[src/fcs_pkg.sv]
// Constants and types shared by the flash command sequencer
package fcs_pkg;
  // Register byte offsets on the APB slave
  localparam logic [7:0] FCS_OFF_DIV  = 8'h00;
  localparam logic [7:0] FCS_OFF_OPT  = 8'h04;
  localparam logic [7:0] FCS_OFF_CFG  = 8'h08;
  localparam logic [7:0] FCS_OFF_STAT = 8'h0c;
  localparam logic [7:0] FCS_OFF_CMD  = 8'h10;
  // paddr bit that selects the flash array window
  localparam int FCS_ARR_BIT = 16;
  // Field positions
  localparam int FCS_DIV_LD     = 7;
  localparam int FCS_DIV_PRE8   = 6;
  localparam int FCS_OPT_BACKDOOR_KEY_ENABLE  = 7;
  localparam int FCS_CFG_KEYACC = 5;
  localparam int FCS_ST_CBEF    = 7;
  localparam int FCS_ST_CCF     = 6;
  localparam int FCS_ST_ACCERR  = 4;
  localparam int FCS_ST_BLANK   = 2;
  localparam int FCS_ROW_BITS   = 6;
  // Reset values and security encoding
  localparam logic [7:0] FCS_DIV_RST = 8'h00;
  localparam logic [7:0] FCS_OPT_RST = 8'h00;
  localparam logic [1:0] FCS_SEC_OPEN = 2'h2;
  // Command codes
  localparam logic [7:0] FCS_CMD_BLANK  = 8'h05;
  localparam logic [7:0] FCS_CMD_PROG   = 8'h20;
  localparam logic [7:0] FCS_CMD_BURST  = 8'h25;
  localparam logic [7:0] FCS_CMD_PERASE = 8'h40;
  localparam logic [7:0] FCS_CMD_MERASE = 8'h41;
  // First backdoor key location in the array
  localparam logic [15:0] FCS_KEY_BASE = 16'hffb0;
  // Timing clock window and pulse lengths in timing clock cycles
  localparam int FCS_FLASH_TIMING_CLOCK_MIN_KHZ = 150;
  localparam int FCS_FLASH_TIMING_CLOCK_MAX_KHZ = 200;
  localparam logic [14:0] FCS_CYC_PROG  = 15'h0009;
  localparam logic [14:0] FCS_CYC_BURST = 15'h0004;
  localparam logic [14:0] FCS_CYC_PAGE  = 15'h0fa0;
  localparam logic [14:0] FCS_CYC_MASS  = 15'h4e20;
  localparam logic [14:0] FCS_CYC_BLANK = 15'h0001;

  typedef enum logic [2:0] {
    FCS_OP_NONE, FCS_OP_BLANK, FCS_OP_PROG, FCS_OP_BURST,
    FCS_OP_PERASE, FCS_OP_MERASE
  } fcs_op_t;

  typedef struct packed {
    fcs_op_t     op;
    logic [15:0] addr;
    logic [7:0]  data;
  } fcs_flash_req_t;

  typedef enum logic [1:0] {FCS_SEQ_IDLE, FCS_SEQ_DATA, FCS_SEQ_CMD} fcs_seq_t;
  typedef enum logic {FCS_EX_IDLE, FCS_EX_RUN} fcs_ex_t;
endpackage

[src/fcs_flash_cmd_seq.sv]
// Flash command sequencer: APB registers, command buffer, pulse timer
// Operation
// - Divider sets 150-200 kHz timing clock; no command before it is written.
// - Divider register is writable once after reset; later writes ignored.
// - Divider writes are blocked while the access error flag is set.
// - Program and erase pulses last whole timing clock periods; here the timing clock runs free, so a pulse's first period may be short.
// - Byte program takes 9 timing cycles, burst byte takes 4.
// - Page erase takes 4000 cycles, mass erase 20000 cycles.
// - Sequence starts with an array write; address and data are latched.
// - Page erase uses any page address; erase and blank ignore data.
// - Second step writes the command code into the command buffer.
// - Page erase 0x40 and mass erase 0x41 complete five valid codes.
// - Writing 1 to buffer-empty flag clears it and launches command.
// - Writing 0 to buffer-empty flag aborts the sequence, sets access error.
// - Command-complete flag shows when launched command has finished.
// - Charge pump turns on at command start, off at completion.
// - Pump stays on only if next burst is queued and same row.
// - Low six address bits select row byte; zero starts new row.
// - First burst byte takes standard time, following bytes burst time.
// - No queued burst at completion turns the pump off.
// - Matching 8-byte key unlocks when enabled, only from secure code.
// - Key disabled: only mass erase plus blank verify unlocks.
// - Security state 1:0 means unsecured.
// - Secured part denies RAM to debug and non-secure code.
// - Access error clears by writing 1; no command while set.
// - Array write while buffer-empty flag is clear sets access error.
// - Blocked secure accesses ignore writes and read back zero.
//
// Our own choices: the address map and the APB register port.
`timescale 1ns/1ps
module fcs_flash_cmd_seq #(
  parameter logic [14:0] PAGE_CYC = fcs_pkg::FCS_CYC_PAGE,
  parameter logic [14:0] MASS_CYC = fcs_pkg::FCS_CYC_MASS
) (
  input  wire logic                   pclk,
  input  wire logic                   presetn,
  input  wire logic                   psel,
  input  wire logic                   penable,
  input  wire logic                   pwrite,
  input  wire logic [31:0]            paddr,
  input  wire logic [31:0]            pwdata,
  output logic [31:0]                 prdata,
  output logic                        pready,
  output logic                        pslverr,
  input  wire logic                   acc_from_debug,
  input  wire logic                   acc_from_secure,
  input  wire logic [7:0]             nv_opt,
  input  wire logic [63:0]            nv_key,
  input  wire logic [7:0]             flash_rdata,
  input  wire logic                   array_blank,
  output fcs_pkg::fcs_flash_req_t     flash_req,
  output logic                        pump_en,
  output logic                        sec_engaged,
  output logic                        ram_deny
);

  // Timing clock terminal count: (div + 1) times 1 or 8, minus one
  function automatic logic [9:0] flash_timing_clock_last(input logic [7:0] d);
    logic [9:0] n;
    n = {4'h0, d[5:0]} + 10'h001;
    if (d[fcs_pkg::FCS_DIV_PRE8])
      n = {n[6:0], 3'h0};
    flash_timing_clock_last = n - 10'h001;
  endfunction

  // Command code to operation; anything else is illegal
  function automatic fcs_pkg::fcs_op_t code_op(input logic [7:0] c);
    case (c)
      fcs_pkg::FCS_CMD_BLANK:  code_op = fcs_pkg::FCS_OP_BLANK;
      fcs_pkg::FCS_CMD_PROG:   code_op = fcs_pkg::FCS_OP_PROG;
      fcs_pkg::FCS_CMD_BURST:  code_op = fcs_pkg::FCS_OP_BURST;
      fcs_pkg::FCS_CMD_PERASE: code_op = fcs_pkg::FCS_OP_PERASE;
      fcs_pkg::FCS_CMD_MERASE: code_op = fcs_pkg::FCS_OP_MERASE;
      default:                 code_op = fcs_pkg::FCS_OP_NONE;
    endcase
  endfunction

  logic [7:0]               div_reg;
  logic [7:0]               opt_reg;
  logic                     opt_ld_reg;
  logic                     keyacc_reg;
  logic                     cbef_reg;
  logic                     accerr_reg;
  logic                     blank_reg;
  logic                     erased_reg;
  fcs_pkg::fcs_seq_t        seq_reg;
  logic [15:0]              baddr_reg;
  logic [7:0]               bdata_reg;
  logic [7:0]               bcmd_reg;
  logic                     pend_reg;
  fcs_pkg::fcs_ex_t         ex_reg;
  fcs_pkg::fcs_flash_req_t  req_reg;
  logic [9:0]               pre_reg;
  logic [14:0]              tcnt_reg;
  logic                     pump_reg;
  logic                     chained_reg;
  logic [63:0]              kbuf_reg;
  logic [3:0]               kcnt_reg;
  logic                     kbad_reg;
  logic [31:0]              prdata_reg;
  logic                     pready_reg;
  logic                     pslverr_reg;
  logic                     sec_reg;
  logic                     deny_reg;
  logic [14:0]              ticks_reg;
  logic [7:0]               rd_val;

  // Address decode; the array window sits above the control registers
  wire logic hit_arr  = paddr[fcs_pkg::FCS_ARR_BIT] & (paddr[31:17] == 15'h0);
  wire logic hit_reg  = (paddr[31:8] == 24'h0);
  wire logic sel_div  = hit_reg & (paddr[7:0] == fcs_pkg::FCS_OFF_DIV);
  wire logic sel_opt  = hit_reg & (paddr[7:0] == fcs_pkg::FCS_OFF_OPT);
  wire logic sel_cfg  = hit_reg & (paddr[7:0] == fcs_pkg::FCS_OFF_CFG);
  wire logic sel_stat = hit_reg & (paddr[7:0] == fcs_pkg::FCS_OFF_STAT);
  wire logic sel_cmd  = hit_reg & (paddr[7:0] == fcs_pkg::FCS_OFF_CMD);
  wire logic sel_ctl  = sel_div | sel_opt | sel_cfg | sel_stat | sel_cmd;
  wire logic mapped   = hit_arr | sel_ctl;
  wire logic xfer     = psel & penable;
  wire logic fin      = xfer & pready_reg;
  wire logic wr       = fin & pwrite;

  // Security view of the current accessor
  wire logic sec_on    = opt_reg[1:0] != fcs_pkg::FCS_SEC_OPEN;
  wire logic untrusted = acc_from_debug | ~acc_from_secure;
  wire logic blocked   = sec_on & untrusted;
  wire logic backdoor_key_enable     = opt_reg[fcs_pkg::FCS_OPT_BACKDOOR_KEY_ENABLE];
  wire logic key_mode  = keyacc_reg & backdoor_key_enable;

  // Array writes: key entry, blocked, or first command step
  wire logic key_wr  = wr & hit_arr & key_mode & ~untrusted;
  wire logic arr_wr  = wr & hit_arr & ~key_mode & ~blocked;
  wire logic arr_bad = ~div_reg[fcs_pkg::FCS_DIV_LD] | ~cbef_reg
                     | (seq_reg != fcs_pkg::FCS_SEQ_IDLE) | accerr_reg;
  wire logic arr_ok  = arr_wr & ~arr_bad;

  // Command code step; a secured debug host may only blank check or mass erase
  wire fcs_pkg::fcs_op_t wop = code_op(pwdata[7:0]);
  wire logic dbg_deny = acc_from_debug & sec_on
                      & (wop != fcs_pkg::FCS_OP_BLANK)
                      & (wop != fcs_pkg::FCS_OP_MERASE);
  wire logic cmd_ok = wr & sel_cmd & (seq_reg == fcs_pkg::FCS_SEQ_DATA)
                    & (wop != fcs_pkg::FCS_OP_NONE) & ~dbg_deny;

  // Launch, abort and protocol violations
  wire logic ctl_wr  = wr & sel_ctl;
  wire logic stat_wr = wr & sel_stat;
  wire logic launch  = stat_wr & pwdata[fcs_pkg::FCS_ST_CBEF]
                     & (seq_reg == fcs_pkg::FCS_SEQ_CMD);
  wire logic abort   = stat_wr & ~pwdata[fcs_pkg::FCS_ST_CBEF]
                     & (seq_reg != fcs_pkg::FCS_SEQ_IDLE);
  wire logic seq_err =
      ((seq_reg == fcs_pkg::FCS_SEQ_IDLE) & wr & sel_cmd)
    | ((seq_reg == fcs_pkg::FCS_SEQ_DATA) & ctl_wr & ~cmd_ok)
    | ((seq_reg == fcs_pkg::FCS_SEQ_CMD) & fin & sel_ctl & ~launch)
    | (arr_wr & arr_bad & ~accerr_reg);
  wire logic acc_clr = stat_wr & pwdata[fcs_pkg::FCS_ST_ACCERR];

  // Divider and configuration writes
  wire logic div_wr = wr & sel_div & ~div_reg[fcs_pkg::FCS_DIV_LD]
                    & ~accerr_reg;
  wire logic cfg_wr = wr & sel_cfg & ~untrusted;
  wire logic key_chk = cfg_wr & keyacc_reg
                     & ~pwdata[fcs_pkg::FCS_CFG_KEYACC];
  wire logic key_hit = key_chk & backdoor_key_enable & ~kbad_reg & (kcnt_reg == 4'h8)
                     & (kbuf_reg == nv_key);
  wire logic kpos_ok = (paddr[15:0] == fcs_pkg::FCS_KEY_BASE
                       + {12'h000, kcnt_reg}) & ~kcnt_reg[3];

  // Timing clock enable; no edge until the divider is written
  wire logic tick = div_reg[fcs_pkg::FCS_DIV_LD]
                  & (pre_reg == flash_timing_clock_last(div_reg));
  wire logic run  = ex_reg == fcs_pkg::FCS_EX_RUN;
  wire logic end_ev = run & tick & (tcnt_reg == 15'h0001);

  // Blank check after mass erase is the keyless way back to unsecured
  wire logic unlock_blank = end_ev & (req_reg.op == fcs_pkg::FCS_OP_BLANK)
                          & array_blank & erased_reg;

  // Buffered command hand-off and burst chaining
  wire fcs_pkg::fcs_op_t bop = code_op(bcmd_reg);
  wire logic same_row = (baddr_reg[15:fcs_pkg::FCS_ROW_BITS]
                         == req_reg.addr[15:fcs_pkg::FCS_ROW_BITS])
                      & (baddr_reg[fcs_pkg::FCS_ROW_BITS-1:0] != 6'h00);
  wire logic chain = end_ev & (req_reg.op == fcs_pkg::FCS_OP_BURST)
                   & pend_reg & (bop == fcs_pkg::FCS_OP_BURST)
                   & same_row;
  wire logic take_idle = pend_reg & ~run;
  wire logic take = take_idle | chain;
  wire logic ccf = ~pend_reg & ~run;

  // Pulse length of the command being taken
  logic [14:0] dur;
  always_comb
  begin
    unique case (bop)
      fcs_pkg::FCS_OP_PERASE: dur = PAGE_CYC;
      fcs_pkg::FCS_OP_MERASE: dur = MASS_CYC;
      fcs_pkg::FCS_OP_BLANK:  dur = fcs_pkg::FCS_CYC_BLANK;
      default:                dur = fcs_pkg::FCS_CYC_PROG;
    endcase
    if (chain)
      dur = fcs_pkg::FCS_CYC_BURST;
  end

  // Register read mux; blocked array reads return zero
  always_comb
  begin
    rd_val = 8'h00;
    if (sel_div)
      rd_val = div_reg;
    if (sel_opt)
      rd_val = opt_reg;
    if (sel_cfg)
      rd_val = {2'h0, keyacc_reg, 5'h00};
    if (sel_stat)
      rd_val = {cbef_reg, ccf, 1'h0, accerr_reg, 1'h0, blank_reg, 2'h0};
    if (sel_cmd)
      rd_val = bcmd_reg;
    if (hit_arr & ~blocked)
      rd_val = flash_rdata;
  end

  // APB answer: one wait state so every answer comes from a flop
  always_ff @(posedge pclk or negedge presetn)
  begin
    if (!presetn)
    begin
      pready_reg  <= 1'b0;
      prdata_reg  <= 32'h0;
      pslverr_reg <= 1'b0;
    end
    else
    begin
      pready_reg <= xfer & ~pready_reg;
      if (xfer & ~pready_reg)
      begin
        prdata_reg  <= pwrite ? 32'h0 : {24'h0, rd_val};
        pslverr_reg <= ~mapped;
      end
    end
  end

  // Divider, options and access error flag
  always_ff @(posedge pclk or negedge presetn)
  begin
    if (!presetn)
    begin
      div_reg    <= fcs_pkg::FCS_DIV_RST;
      opt_reg    <= fcs_pkg::FCS_OPT_RST;
      opt_ld_reg <= 1'b0;
      accerr_reg <= 1'b0;
      keyacc_reg <= 1'b0;
    end
    else
    begin
      if (div_wr)
        div_reg <= {1'b1, pwdata[6:0]};
      // Options copied once after reset release; secured until then
      opt_ld_reg <= 1'b1;
      if (!opt_ld_reg)
        opt_reg <= nv_opt;
      else if (key_hit | unlock_blank)
        opt_reg[1:0] <= fcs_pkg::FCS_SEC_OPEN;
      accerr_reg <= seq_err | (accerr_reg & ~acc_clr);
      if (cfg_wr)
        keyacc_reg <= pwdata[fcs_pkg::FCS_CFG_KEYACC];
    end
  end

  // Backdoor key capture, in ascending address order
  always_ff @(posedge pclk or negedge presetn)
  begin
    if (!presetn)
    begin
      kbuf_reg <= 64'h0;
      kcnt_reg <= 4'h0;
      kbad_reg <= 1'b0;
    end
    else if (cfg_wr & pwdata[fcs_pkg::FCS_CFG_KEYACC] & ~keyacc_reg)
    begin
      kcnt_reg <= 4'h0;
      kbad_reg <= 1'b0;
    end
    else if (key_wr)
    begin
      kbuf_reg <= {kbuf_reg[55:0], pwdata[7:0]};
      kcnt_reg <= kcnt_reg + 4'h1;
      kbad_reg <= kbad_reg | ~kpos_ok;
    end
  end

  // Command sequence: array write, code write, launch
  always_ff @(posedge pclk or negedge presetn)
  begin
    if (!presetn)
    begin
      seq_reg   <= fcs_pkg::FCS_SEQ_IDLE;
      baddr_reg <= 16'h0;
      bdata_reg <= 8'h00;
      bcmd_reg  <= 8'h00;
      cbef_reg  <= 1'b1;
      pend_reg  <= 1'b0;
    end
    else
    begin
      unique case (seq_reg)
        fcs_pkg::FCS_SEQ_IDLE:
          if (arr_ok)
            seq_reg <= fcs_pkg::FCS_SEQ_DATA;
        fcs_pkg::FCS_SEQ_DATA:
          if (cmd_ok)
            seq_reg <= fcs_pkg::FCS_SEQ_CMD;
          else if (seq_err)
            seq_reg <= fcs_pkg::FCS_SEQ_IDLE;
        fcs_pkg::FCS_SEQ_CMD:
          if (launch | seq_err)
            seq_reg <= fcs_pkg::FCS_SEQ_IDLE;
      endcase
      if (arr_ok)
      begin
        baddr_reg <= paddr[15:0];
        bdata_reg <= pwdata[7:0];
      end
      if (cmd_ok)
        bcmd_reg <= pwdata[7:0];
      // Launch and take never coincide: launch needs an empty buffer
      if (launch)
      begin
        cbef_reg <= 1'b0;
        pend_reg <= 1'b1;
      end
      else if (take)
      begin
        cbef_reg <= 1'b1;
        pend_reg <= 1'b0;
      end
    end
  end

  // Executor: pulse timer in timing clock periods and charge pump
  always_ff @(posedge pclk or negedge presetn)
  begin
    if (!presetn)
    begin
      ex_reg      <= fcs_pkg::FCS_EX_IDLE;
      req_reg     <= '0;
      tcnt_reg    <= 15'h0;
      pump_reg    <= 1'b0;
      chained_reg <= 1'b0;
      blank_reg   <= 1'b0;
      erased_reg  <= 1'b0;
      pre_reg     <= 10'h0;
    end
    else
    begin
      pre_reg <= tick | ~div_reg[fcs_pkg::FCS_DIV_LD] ? 10'h0
               : pre_reg + 10'h001;
      if (take)
      begin
        ex_reg       <= fcs_pkg::FCS_EX_RUN;
        req_reg.op   <= bop;
        req_reg.addr <= baddr_reg;
        // Erase and blank check carry no data to the array
        req_reg.data <= (bop == fcs_pkg::FCS_OP_PROG
                        | bop == fcs_pkg::FCS_OP_BURST)
                        ? bdata_reg : 8'h00;
        tcnt_reg     <= dur;
        pump_reg     <= 1'b1;
        chained_reg  <= chain;
        blank_reg    <= 1'b0;
        if (bop != fcs_pkg::FCS_OP_BLANK & bop != fcs_pkg::FCS_OP_MERASE)
          erased_reg <= 1'b0;
      end
      else if (end_ev)
      begin
        ex_reg   <= fcs_pkg::FCS_EX_IDLE;
        req_reg  <= '0;
        pump_reg <= 1'b0;
        if (req_reg.op == fcs_pkg::FCS_OP_BLANK)
          blank_reg <= array_blank;
        if (req_reg.op == fcs_pkg::FCS_OP_MERASE)
          erased_reg <= 1'b1;
      end
      else if (run & tick)
        tcnt_reg <= tcnt_reg - 15'h0001;
    end
  end

  // Security outputs, registered
  always_ff @(posedge pclk or negedge presetn)
  begin
    if (!presetn)
    begin
      sec_reg  <= 1'b1;
      deny_reg <= 1'b1;
    end
    else
    begin
      sec_reg  <= sec_on;
      deny_reg <= blocked;
    end
  end

  // Timing periods seen by the running command, for the checks below
  always_ff @(posedge pclk or negedge presetn)
  begin
    if (!presetn)
      ticks_reg <= 15'h0;
    else if (take)
      ticks_reg <= 15'h0;
    else if (run & tick)
      ticks_reg <= ticks_reg + 15'h0001;
  end

  assign prdata      = prdata_reg;
  assign pready      = pready_reg;
  assign pslverr     = pslverr_reg;
  assign flash_req   = req_reg;
  assign pump_en     = pump_reg;
  assign sec_engaged = sec_reg;
  assign ram_deny    = deny_reg;
endmodule

[config.mk]
export PLATFORM = sky130hd
export DESIGN_NAME = fcs_flash_cmd_seq
export DESIGN_NICKNAME = d
export VERILOG_FILES = /design/src/fcs_pkg.sv /design/src/fcs_flash_cmd_seq.sv
export SDC_FILE = /design/constraint.sdc
export NUM_CORES = 1
export LEC_CHECK = 0
export BUFFER_PORTS_ARGS = -buffer_cell sky130_fd_sc_hd__buf_2
export CORE_ASPECT_RATIO = 0.6
export CORE_MARGIN = 1
export CORE_UTILIZATION = 57
export CTS_BUF_LIST = sky130_fd_sc_hd__clkbuf_8
export CTS_CLUSTER_DIAMETER = 150
export DETAILED_ROUTE_END_ITERATION = 10
export PLACE_DENSITY = 0.93
export SLEW_MARGIN = 15
export SYNTH_ARGS = -nofsm -noshare
export SYNTH_HDL_FRONTEND = slang
export SYNTH_SLANG_ARGS = --single-unit
[constraint.sdc]
create_clock -name pclk -period 4.2 [get_ports pclk]
set_clock_uncertainty 0.05 [all_clocks]
set_input_delay 0.63 -clock pclk [delete_from_list [all_inputs] [get_ports pclk]]
set_output_delay 0.63 -clock pclk [all_outputs]
set_load 0.02 [all_outputs]
Yosys cells after proc, flatten, opt, wreduce, memory -nomap -nowiden:

Index checks and enable logic that the tools add are counted.

* bitwise gates (word level): 110
* multiplexer cells: 43
* equality and inequality tests: 41
* $add $sub $neg: 6
* reductions and logical operators: 18

Operators with widths (count)
* AND 1 bit: 69
* == test 64 bit: 1
* 2-to-1 mux 8 bit: 8
* 2-to-1 mux 15 bit: 4
* 2-to-1 mux 27 bit: 2
* one-hot mux 15 bit (3 select lines): 1
* == test 8 x 6 -> 1 bit, second input constant: 4
* == test 8 x 7 -> 1 bit, second input constant: 4
* one-hot mux 3 bit (5 select lines): 2
* == test 8 x 3 -> 1 bit, second input constant: 3
* logical NOT 24 bit: 1
* inverter 1 bit: 22
* == test 10 bit: 2
* 2-to-1 mux 10 bit: 2
* OR 1 bit: 19
* == test 16 bit: 1
* == test 8 x 4 -> 1 bit, second input constant: 2
* == test 15 x 1 -> 1 bit, second input constant: 1
* logical NOT 15 bit: 1
* 2-to-1 mux 1 bit: 15
* subtractor 15 x 1 -> 15 bit, second input constant: 1
* nonzero test 2 bit: 7
* 2-to-1 mux 2 bit: 6
* adder 10 x 1 -> 10 bit, second input constant: 1
* 23 further kinds: 39

* register bits: 215
* word-level logic and storage cells: 246
* output and inout bits: 64
* bits of input ports: 152

Depth between registers and ports, before layout:

Gate-level depths: netlist of run 1.

* depth after elaboration: 15
* depth in mapped cells: 14

Least setup slack after synthesis of run 1:

No wires, ideal clock.

* path type: register -> register
* start point: register div_reg[1]
* end point: register req_reg, in the netlist flash_req[14]
* slack: 1.023 ns
* clock period less this slack: 3.177 ns
* cell stages (with the launch flop): 12
* library setup time: 0.121 ns
* data arrival time: 3.006 ns
* path buffers: 1
* data required time: 4.029 ns
* path through: dfrtp_1 ha_1 nand2_1 ha_1 o311ai_1 or4_1 a21oi_2 o2111ai_4 nor4_4 nor2_4 buf_6 a22o_1

* longest elaborated chain between the ends: 13

Ends and longest elaborated chain
* start, declared: line fcs_flash_cmd_seq.sv:78 `logic [7:0] div_reg;`
* start signal, assigned: line fcs_flash_cmd_seq.sv:248 `div_reg <= fcs_pkg::FCS_DIV_RST;`
* start signal, assigned: line fcs_flash_cmd_seq.sv:257 `div_reg <= {1'b1, pwdata[6:0]};`
* adder 6 x 1 -> 7 bit (*): line fcs_flash_cmd_seq.sv:60 `n = {4'h0, d[5:0]} + 10'h001;`
* 2-to-1 mux 10 bit (*): line fcs_flash_cmd_seq.sv:61 `if (d[fcs_pkg::FCS_DIV_PRE8])`
* subtractor 10 x 1 -> 10 bit (*): line fcs_flash_cmd_seq.sv:63 `flash_timing_clock_last = n - 10'h001;`
* == test 10 bit (*): line fcs_flash_cmd_seq.sv:171 `& (pre_reg == flash_timing_clock_last(div_reg));`
* AND 1 bit (*): line fcs_flash_cmd_seq.sv:171
* AND 1 bit (*)
* AND 1 bit (*): line fcs_flash_cmd_seq.sv:173 `wire logic end_ev = run & tick & (tcnt_reg == 15'h0001);`
* AND 1 bit: line fcs_flash_cmd_seq.sv:184 `wire logic chain = end_ev & (req_reg.op == fcs_pkg::FCS_OP_BURST)`
* AND 1 bit (2 in a row): line fcs_flash_cmd_seq.sv:185 `& pend_reg & (bop == fcs_pkg::FCS_OP_BURST)`
* AND 1 bit: line fcs_flash_cmd_seq.sv:186 `& same_row;`
* OR 1 bit: line fcs_flash_cmd_seq.sv:188 `wire logic take = take_idle | chain;`
* 2-to-1 mux 27 bit or nonzero test 2 bit (tied branches)
* end, declared: line fcs_flash_cmd_seq.sv:92 `fcs_pkg::fcs_flash_req_t req_reg;`

Mark *: on every way between the ends. The rest lies on a longest branch, timed or not.
A chain may end at the register's enable or synchronous reset.

Final worst setup path of run 1:

* start point: register div_reg[1]
* end point: register req_reg, in the netlist flash_req[24]

The elaborated chain is that of the path after synthesis.

==> results of run 1 <==
-- power by group --
part	internal, mW	switching, mW	total, mW
sequential	1.86	0.0110	1.87
combinational	0.106	0.171	0.277
clock	0.480	0.753	1.23
-- kinds of logic after synthesis --
| kind of cell | synth area share |
|---|---|
| AOI/OAI and AO/OA | 0.107 |
| buffers and inverters | 0.0439 |
| DFF | 0.472 |
| other | 0.000741 |
| muxes | 0.0607 |
| xor gates and xnor gates | 0.0965 |
| adders and majority gates | 0.0123 |
| and+or+nand+nor | 0.207 |
-- critical path, stage by stage (launching register included) --
cell	delay (ns)
dfrtp_1	0.53
ha_1	0.41
and3_4	0.29
xnor2_2	0.15
mux2i_1	0.13
or4_1	0.52
a21oi_2	0.23
o2111ai_4	0.24
nor4_4	0.48
nor2_4	0.15
buf_12	0.20
a22o_1	0.24
-- stage by stage --
stage,power (mW),std cells,worst slack [ns],hold slack [ns]
2_1_floorplan,2.04,1074,1.02,0.284
3_3_place_gp,2.17,1422,0.635,0.402
3_5_place_dp,2.18,1422,0.537,0.415
4_1_cts,3.38,1454,0.491,0.0536
5_1_grt,3.50,1454,0.158,0.0643
6_report,3.38,1454,0.430,0.0547
-- cell usage in the layout, fill, tap and decap left out, types with 5 or more instances in the layout --
| master | count |
|---|---|
| clkbuf_8 | 20 |
| nor2_1 | 54 |
| nand2b_1 | 8 |
| ha_1 | 10 |
| buf_2 | 166 |
| nand4_1 | 23 |
| inv_6 | 5 |
| or2_2 | 7 |
| a21oi_1 | 38 |
| a31o_2 | 7 |
| o31ai_1 | 7 |
| dfrtp_1 | 188 |
| nand2_1 | 244 |
| nand3_1 | 16 |
| nor3_1 | 19 |
| conb_1 | 25 |
| nor4_1 | 24 |
| xor2_1 | 48 |
| and3_1 | 6 |
| a22o_1 | 27 |
| mux2i_1 | 12 |
| buf_4 | 9 |
| inv_1 | 19 |
| o21ai_0 | 19 |
| mux2_2 | 44 |
| and2_1 | 6 |
| or3_1 | 10 |
| xnor2_1 | 60 |
-- layout make-up --
| type | count | share of cell area |
|---|---|---|
| repair buffers | 179 | 0.0843 |
| inverters | 19 | 0.00618 |
| flip-flops and latches | 191 | 0.415 |
| clock inverters | 13 | 0.0120 |
| clock buffers | 19 | 0.0227 |
| multi-input cells | 799 | 0.435 |
| well taps | 234 | 0.0254 |
-- metal layers --
metal  share of wire  vias up  wire length [um]  GRT usage
li1                -     3908                 -          -
met3            0.11       60              3160     0.0916
met4           0.017        0               480     0.0783
met2            0.43      502             11800      0.450
met1            0.44     4234             12100      0.456
met5               0        -                 0          0
-- worst paths after layout --
path | start | slack, ns | to | cells past startpoint
worst max-delay path | div_reg[1] | 0.43 | flash_req[24] | 11
worst min-delay path | presetn | 0.05 | opt_reg[4] | 1
worst max register to register | div_reg[1] | 0.43 | flash_req[24] | 11
worst min register to register | prdata[7] | 0.43 | prdata[7] | 2
max in group asynchronous | presetn | 2.94 | tcnt_reg[14] | 2
min in group pclk | nv_opt[5] | 0.34 | opt_reg[5] | 2
==> summary.md, run 1 <==
| Metric | Value |
|---|---|
| Status | `finished, final reports clean` |
| Startpoint types | `flop` |
| Residual DRC | `0` |
| Tightest Pin Transition | `1.11 ns` |
| GRT overflow | `0` |
| PwrDens | `293 nW/um^2` |
| Share of the synthesized area in the top cell type | `0.464` |
| # Max-Cap Violations | `0` |
| Clk slew on worst S/H paths | `0.12 ns` |
| Cell leakage power | `5.79 nW` |
| Worst EP required | `4.49 ns` |
| Syn avg cell area | `just under 10 um^2` |
| RSZ-0062 raised after global routing | `false` |
| Clock H-tree levels | `4` |
| Bufs on Longest Clock Path | `2` |
| Starting density of the core | `0.587` |
| Post-synth EDFFs | `0` |
| Final period util | `0.898` |
| Root Buffer | `clkbuf_8` |
| Via density per instance | `around 6` |
| Resize count post-CTS | `0` |
| WL final | `27.5 mm` |
| Final setup vio count | `0` |
| Routed via count | `a little under 9,000` |
| RD Place Congestion | `0.929` |
| DIE WIDTH | `approximately 170 um` |
| Die height | `105 um` |
| Global-route wire length before repair | `44.1 mm` |
| Final hold violations | `0` |
| Worst Path Max Fanout | `17` |
| Post-CTS Setup Inserts | `0` |
| Post-synth top cells | `244 x nand2_1, 188 x dfrtp_1, 60 x xnor2_1, 54 x nor2_1, 48 x xor2_1` |
| Max reg flops | `64` |
| Synth unique cells | `75` |
| CP arrival | `4.06 ns` |
| Synth Register Bits | `between 150 and 200` |
| TritonCTS clock tree | `yes` |
| Diode count | `0` |
| Nets@finish | `about 1,400` |
| Cell area after layout | `approximately 12,000 um^2` |
| Total Die Area | `18,300 um^2` |
| Clk_lat worst skew | `0.47 ns` |
| Antenna-violating nets left | `0` |
| Max-slew violation count | `0` |
| 1st-iter DRT viols | `1,013` |
| Drt first pass iters | `5` |
| Final min period | `3.77 ns` |
| Area of the multi-input gates | `5010 um^2` |
| Initial antenna violation count | `1` |
| Post-DP HPWL | `approximately 20 mm` |
| Fillers | `1,357` |
| Headroom to the max-slew limit | `0.254` |
| Fmax | `~270 MHz` |
| Top cells by area in the synthesized netlist | `dfrtp_1 46%, nand2_1 9.0%, xnor2_1 5.2%` |
| CP Class | `reg2reg` |
| Syn-to-layout area delta | `13.7%` |
| CTS buffer count | `17` |
| IO Port Bufs | `between 150 and 200` |
| Layout cells sized above 1 | `0.239` |
| Async S/R FF share, synth | `1.00` |
| Area leader, netlist | `dfrtp_1` |
| Ports | `216` |
| Crit end category | `flop` |
| VDD IR max | `0.000236 V` |
| Post-synthesis sequential area ratio | `0.472` |
| Placement Cell Area | `11,100 um^2` |
| Core ar. | `17,300 um^2` |
| Synth Cell Area | `10,100 um^2` |
| Synth warnings | `0` |
| Main synth FF type | `dfrtp_1` |
| Core Util, Final | `0.668` |
| Clk sinks | `between 150 and 200` |
| Post-Syn Instances | `approximately 1,100` |
| Register area | `4780 um^2` |
| GRT Total Usage | `0.311` |
| Rows | `37` |
| Vias in the first global route | `8,313` |
| Largest net degree at the start of global routing | `135` |
| Hold-fix buffers at CTS | `0` |
| Worst hold path class | `in2async` |
| WL per Instance | `18.9 um` |
| Setup total negative slack | `0 ns` |
| Count leader, synth | `nand2_1` |
Power figures use the tool's default switching activity.
==> run 2: changes to the inputs <==
ABC_AREA = 1   (was default)
CTS_BUF_LIST = sky130_fd_sc_hd__clkbuf_4 sky130_fd_sc_hd__clkbuf_8   (was sky130_fd_sc_hd__clkbuf_8)
==> run 2 against run 1 <==
  * Via count rose by 14%
  * Sequential power is essentially flat
  * Highest routed layer unchanged
  * Synthesized cell count grew 30%
  * Setup slack gained 0.18 ns
  * Final cell count up 22%
  * Largest cell class unchanged
  * Critical endpoint is now tcnt_reg[7]
  * Non-clock buffer count decreased by 3
  * Sequential share of layout area down 1.2 points
==> summary.md, run 2 <==
| Metric | Value |
|---|---|
| Diode count | `0` |
| Hold-fix buffers at CTS | `0` |
| WL final | `28.7 mm` |
| Starting density of the core | `0.582` |
| Drt first pass iters | `6` |
| 1st-iter DRT viols | `1,092` |
| Metal2 WL | `12.5 mm` |
| Die height | `~110 um` |
| GRT Total Usage | `0.315` |
| Largest net degree at the start of global routing | `107` |
| Area leader, netlist | `dfrtp_1` |
| Syn avg cell area | `7.70 um^2` |
| Largest family of logic cells by synthesized area | `simple AND/OR/NAND/NOR gates` |
| Worst path max stage delay | `0.52 ns` |
| Pre-CTS WS | `0.739 ns` |
| CTS buffer count | `17` |
| Syn-to-layout area delta | `13.1%` |
| Fillers | `1,487` |
| Rows | `38` |
| Synth Area in XOR/XNOR | `0.0584` |
| Tightest Pin Transition | `just under 0.9 ns` |
| CP dominant cell by count | `nand2_1` |
| Share of the synthesized area in the top cell type | `0.448` |
| Reg power frac | `0.541` |
| CP arrival | `3.92 ns` |
| Post-Layout Cell Count | `around 1,800` |
| DIE WIDTH | `177 um` |
| Final min period | `between 3 and 4 ns` |
| Clk sinks | `191` |
| Post-synth EDFFs | `0` |
| Met3 WL | `about 2.8 mm` |
| Main synth FF type | `dfrtp_1` |
| Cell area after layout | `11,900 um^2` |
| Vias in the first global route | `9,282` |
| Status | `finished, final reports clean` |
| Clock H-tree levels | `4` |
| IO Port Bufs | `167` |
| Post-DP HPWL | `21.7 mm` |
| Bufs on Longest Clock Path | `2` |
| Power Total | `3.45 mW` |
| Sw Ratio | `0.292` |
| Final period util | `0.854` |
| Residual DRC | `0` |
| Final setup vio count | `0` |
| Headroom to the max-slew limit | `0.417` |
| Count leader, synth | `nand2_1` |
| Antenna-violating nets left | `0` |
| Root Buffer | `clkbuf_8` |
| Ports | `around 220` |
| PwrDens | `roughly 290 nW/um^2` |
| Post-Syn Instances | `1,365` |
| Post-CTS Setup Inserts | `0` |
| Cell leakage power | `6.35 nW` |
| Post-synthesis sequential area ratio | `0.455` |
| Global-route wire length before repair | `between 40 and 50 mm` |
| RSZ-0062 raised after global routing | `false` |
| Max reg flops | `64` |
| CP Class | `reg2reg` |
| Commonest non-fill, non-tap cell in the layout | `nand2_1` |
| Worst EP required | `4.53 ns` |
| Synth Area in Compound Gates | `0.0859` |
| Setup total negative slack | `0 ns` |
| Placed cell count | `1,744` |
| P_int | `2.44 mW` |
| Worst Path Max Fanout | `13` |
| GRT overflow | `0` |
| Initial antenna violation count | `0` |
| Synth warnings | `0` |
| Core Util, Final | `0.658` |
| Simple-gate share of the synthesized area | `0.294` |
| WL per Instance | `~16 um` |
| Layout cells sized above 1 | `0.168` |
| Clk_lat worst skew | `~0.50 ns` |
| Via density per instance | `5.59` |
| Fmax | `279 MHz` |
| Nets@finish | `1,685` |
| Post-synthesis adder-cell area fraction | `0.0119` |
| CP Cell Sequence | `ha_1, nand2_1, inv_2, nand2_1, nand2_1, nand2_1, nand2_2, inv_2, nor2_4, nand3_1, nand2_1, nand2_1, nor2_1, nand3_2, nor2_4, nand4_2, nand3_1, inv_2, nand2_1, nand2_1` |
| Max-slew violation count | `0` |
| Synth unique cells | `43` |
| Crit end category | `flop` |
| Synth Cell Area | `10,500 um^2` |
| M1 WL | `12.6 mm` |
| Most frequent cells in the layout | `334 x nand2_1, 188 x dfrtp_1, 166 x buf_2, 159 x nor2_1, 157 x inv_1` |
| TritonCTS clock tree | `yes` |
| # Max-Cap Violations | `0` |
| Async S/R FF share, synth | `1.00` |
| Resize count post-CTS | `0` |
| Slowest CP cell | `nand3_1` |
| Clock share of power | `0.372` |
| Placement Cell Area | `11,500 um^2` |
| Startpoint types | `flop` |
| Synth Register Bits | `191` |
| RD Place Congestion | `a little under 1` |
| Switching power | `between 1 and 1.5 mW` |
| Routed via count | `between 9,000 and 10,000` |
| Top cells by area in the synthesized netlist | `dfrtp_1 45%, nand2_1 12%, nor2_1 5.7%` |
| Mux contribution to synthesized area | `0` |
| Max layer used | `met4` |
| Post-synth top cells | `334 x nand2_1, 188 x dfrtp_1, 159 x nor2_1, 157 x inv_1, 98 x nand3_1` |
| Gate power share | `0.087` |
| Clk slew on worst S/H paths | `0.11 ns` |
| Worst hold path class | `in2async` |
| VDD IR max | `0.000232 V` |
| Final hold violations | `0` |
| Total Die Area | `19,000 um^2` |
| Worst Hold Slack | `approximately 0.16 ns` |
| Setup WS post-layout | `0.612 ns` |
| Core ar. | `18,100 um^2` |
run 2: changes by cell type after synthesis, sizes merged, moves of 44 or more:
cell and delta:
inv +148, mux2 -44, nand2 +94, nand3 +86, nor2 +110, o21ai +76
run 2: worst paths after layout:
kind                       slack, ns          end  depth (start not counted)  startpoint
setup / recovery                0.61  tcnt_reg[7]                         20  div_reg[0]
hold / removal                  0.16    prdata[2]                          1     presetn
setup reg to reg                0.61  tcnt_reg[7]                         20  div_reg[0]
hold reg to reg                 0.44    prdata[2]                          2   prdata[2]
max in group asynchronous       2.98  sec_engaged                          2     presetn
min in group pclk               0.29   opt_reg[7]                          3   nv_opt[7]
run 2: layout make-up:
cell class	count	area [um^2]	share of cell area
multi-input combinational	970	4830	0.406
sequential	191	4780	0.402
timing repair buffer	176	925	0.0778
inverter	167	627	0.0527
tap	240	300	0.0253
clock buffer	18	248	0.0208
clock inverter	14	176	0.0148
run 2: power groups by stage:
stage                     sequential, mW  combinational [mW]  clock (mW)
after floorplan                     1.90               0.147           0
after global placement              1.90               0.279           0
after detailed placement            1.90               0.292           0
after CTS                           1.87               0.294        1.28
after global routing                1.87               0.331        1.36
final                               1.87               0.298        1.28
run 2: cells by family after synthesis:
group                    count (synthesis)
flip-flops                             191
buffers and inverters                  227
other                                    2
AND/OR/NAND/NOR                        708
AO/OA/AOI/OAI                          157
XOR/XNOR                                70
adder cells (fa/ha/maj)                 10
run 2: metal layers:
layer / GRT usage / up-vias
met4: 0.100 / 0
met5: 0 / -
met3: 0.0745 / 81
met1: 0.452 / 4657
met2: 0.471 / 535
li1: - / 4660
run 2: worst max-delay path: cells and delay by family, from the launching register on:
| kind | cells | cell delay, ns |
|---|---|---|
| adders and majority gates | 1 | 0.29 |
| buffers and inverters | 3 | 0.32 |
| and+or+nand+nor | 16 | 2.31 |
| DFF | 1 | 0.51 |
==> run 3: changes to the inputs <==
CORE_UTILIZATION = 56   (was 57)
CTS_BUF_LIST = sky130_fd_sc_hd__clkbuf_16   (was sky130_fd_sc_hd__clkbuf_4 sky130_fd_sc_hd__clkbuf_8)
PLACE_DENSITY = 0.91   (was 0.93)
==> run 3 against run 2 <==
  * Combinational power is 2% higher
  * Critical path depth decreased by 1
  * Largest power group unchanged
  * Worst hold slack better by 0.051 ns
  * Highest routed layer unchanged
  * Die area rose by 1.8%
  * Critical endpoint is now tcnt_reg[12]
  * Wire length is 0.76% higher
  * Non-clock buffer count shrank 2
==> summary.md, run 3 (synthesized netlist as in run 2, its figures left out) <==
| Metric | Value |
|---|---|
| Antenna-violating nets left | `0` |
| CP arrival | `between 3 and 4 ns` |
| Clk_lat worst skew | `0.44 ns` |
| CP Cell Sequence | `ha_1, nand2_1, inv_2, nand3_1, nand2_1, nand2_1, inv_1, nor2_1, nand3_1, nand2_1, nand2_1, nor2_1, nand3_2, nor2_4, nand4_2, nand2_2, inv_2, nand2_1, nor2_1` |
| Setup total negative slack | `0 ns` |
| Initial antenna violation count | `1` |
| GRT Total Usage | `0.317` |
| VDD IR max | `0.000287 V` |
| Reg power frac | `0.477` |
| Drt first pass iters | `5` |
| Fmax | `277 MHz` |
| DIE WIDTH | `179 um` |
| Post-DP HPWL | `21.6 mm` |
| CP Class | `reg2reg` |
| GRT overflow | `0` |
| Final setup vio count | `0` |
| Cell area after layout | `between 10,000 and 15,000 um^2` |
| Bufs on Longest Clock Path | `2` |
| Sw Ratio | `0.253` |
| Core ar. | `18,200 um^2` |
| Largest net degree at the start of global routing | `95` |
| Global-route wire length before repair | `46.8 mm` |
| PwrDens | `324 nW/um^2` |
| Root Buffer | `clkbuf_16` |
| Most frequent cells in the layout | `334 x nand2_1, 188 x dfrtp_1, 166 x buf_2, 159 x nor2_1, 158 x inv_1` |
| IO Port Bufs | `approximately 170` |
| Worst path max stage delay | `0.52 ns` |
| # Max-Cap Violations | `0` |
| Commonest non-fill, non-tap cell in the layout | `nand2_1` |
| 1st-iter DRT viols | `1,069` |
| Status | `finished, final reports clean` |
| Total Die Area | `19,300 um^2` |
| Power Total | `3.91 mW` |
| Tightest Pin Transition | `around 0.81 ns` |
| Max reg flops | `64` |
| Rows | `38` |
| Ports | `between 200 and 250` |
| WL final | `29.0 mm` |
| Worst Path Max Fanout | `22` |
| Crit end category | `flop` |
| Gate power share | `0.078` |
| Syn-to-layout area delta | `14.9%` |
| Final hold violations | `0` |
| Vias in the first global route | `between 9,000 and 10,000` |
| Clock H-tree levels | `4` |
| Worst Path Buf+Inv | `3` |
| Worst hold path class | `in2async` |
| Max-slew violation count | `0` |
| Clk slew on worst S/H paths | `0.07 ns` |
| Hold-fix buffers at CTS | `0` |
| Resize count post-CTS | `0` |
| Starting density of the core | `0.577` |
| Routed via count | `9,905` |
| TritonCTS clock tree | `yes` |
| RSZ-0062 raised after global routing | `false` |
| Clock share of power | `0.445` |
| Worst EP required | `4.48 ns` |
| RD Place Congestion | `0.994` |
| Crit path max-delay family | `simple AND/OR/NAND/NOR gates` |
| CTS buffer count | `17` |
| Layout cells sized above 1 | `0.166` |
| Cell leakage power | `around 6.4 nW` |
| Clk sinks | `roughly 190` |
| Switching power | `0.989 mW` |
| P_int | `between 2 and 3 mW` |
| Nets@finish | `1,683` |
| Slowest CP cell | `nand2_2` |
| Via density per instance | `approximately 5.6` |
| Startpoint types | `flop` |
| Residual DRC | `0` |
| CP dominant cell by count | `nand2_1` |
| Post-CTS Setup Inserts | `0` |
| Die height | `108 um` |
| Final period util | `0.859` |
| Placement Cell Area | `11,400 um^2` |
| Headroom to the max-slew limit | `0.454` |
| WL per Instance | `between 15 and 20 um` |
| Core Util, Final | `0.663` |
| Final min period | `between 3 and 4 ns` |
==> run 3: cell count changes in the layout (fill, tap and decap cells not counted) <==
cell	before	now
clkinvlp_4	1	0
buf_4	8	6
inv_12	2	0
bufinv_16	0	3
inv_6	2	4
inv_1	157	158
clkinv_8	4	0
clkbuf_8	19	1
clkbuf_16	0	17
diode_2	0	2
inv_8	4	5
clkinv_1	0	1
==> run 3: worst reg2reg max path, delay by kind of cell, from the launching register on <==
family / cells / cell delay [ns]
buf+inv: 3 / 0.41
flops: 1 / 0.46
simple gates: 15 / 2.27
fa+ha+maj: 1 / 0.29
==> run 3: path summary, 6_finish.rpt <==
path / startpoint / to / slack [ns] / cells past startpoint
min in group pclk: nv_opt[0] / opt_reg[0] / 0.34 / 3
worst max register to register: div_reg[0] / tcnt_reg[12] / 0.59 / 19
worst max-delay path: div_reg[0] / tcnt_reg[12] / 0.59 / 19
worst min-delay path: presetn / kbuf_reg[49] / 0.21 / 1
max in group asynchronous: presetn / tcnt_reg[7] / 2.94 / 2
worst min register to register: prdata[1] / prdata[1] / 0.43 / 2
==> run 3: metal layers <==
metal	vias up	track usage	routed length, um
met1	4669	0.450	12600
met5	-	0	0
met3	65	0.0802	3010
met2	512	0.478	12700
li1	4659	-	-
met4	0	0.0938	652
==> run 3: layout make-up <==
cell class / instances / area, um^2
Clock inverter: 15 / 198
Tap cell: 240 / 300
Antenna cell: 2 / 5.00
Sequential cell: 191 / 4780
Multi-Input combinational cell: 970 / 4830
Clock buffer: 17 / 425
Timing Repair Buffer: 174 / 910
Fill cell: 1493 / 6140
Inverter: 167 / 627
==> run 3: metrics by stage <==
step / instances / worst slack (ns) / hold slack (ns)
6_report: 1776 / 0.594 / 0.211
5_1_grt: 1775 / 0.307 / 0.266
4_1_cts: 1774 / 0.704 / 0.247
3_5_place_dp: 1742 / 0.727 / 0.415
3_3_place_gp: 1742 / 0.782 / 0.411
2_1_floorplan: 1388 / 1.69 / 0.284
==> run 3: power by group through the flow <==
stage               combinational, mW  clock (mW)  sequential [mW]
floorplan                       0.147           0             1.90
global placement                0.279           0             1.90
detailed placement              0.291           0             1.90
CTS                             0.299        1.75             1.87
global route                    0.334        1.83             1.87
finish                          0.305        1.74             1.87
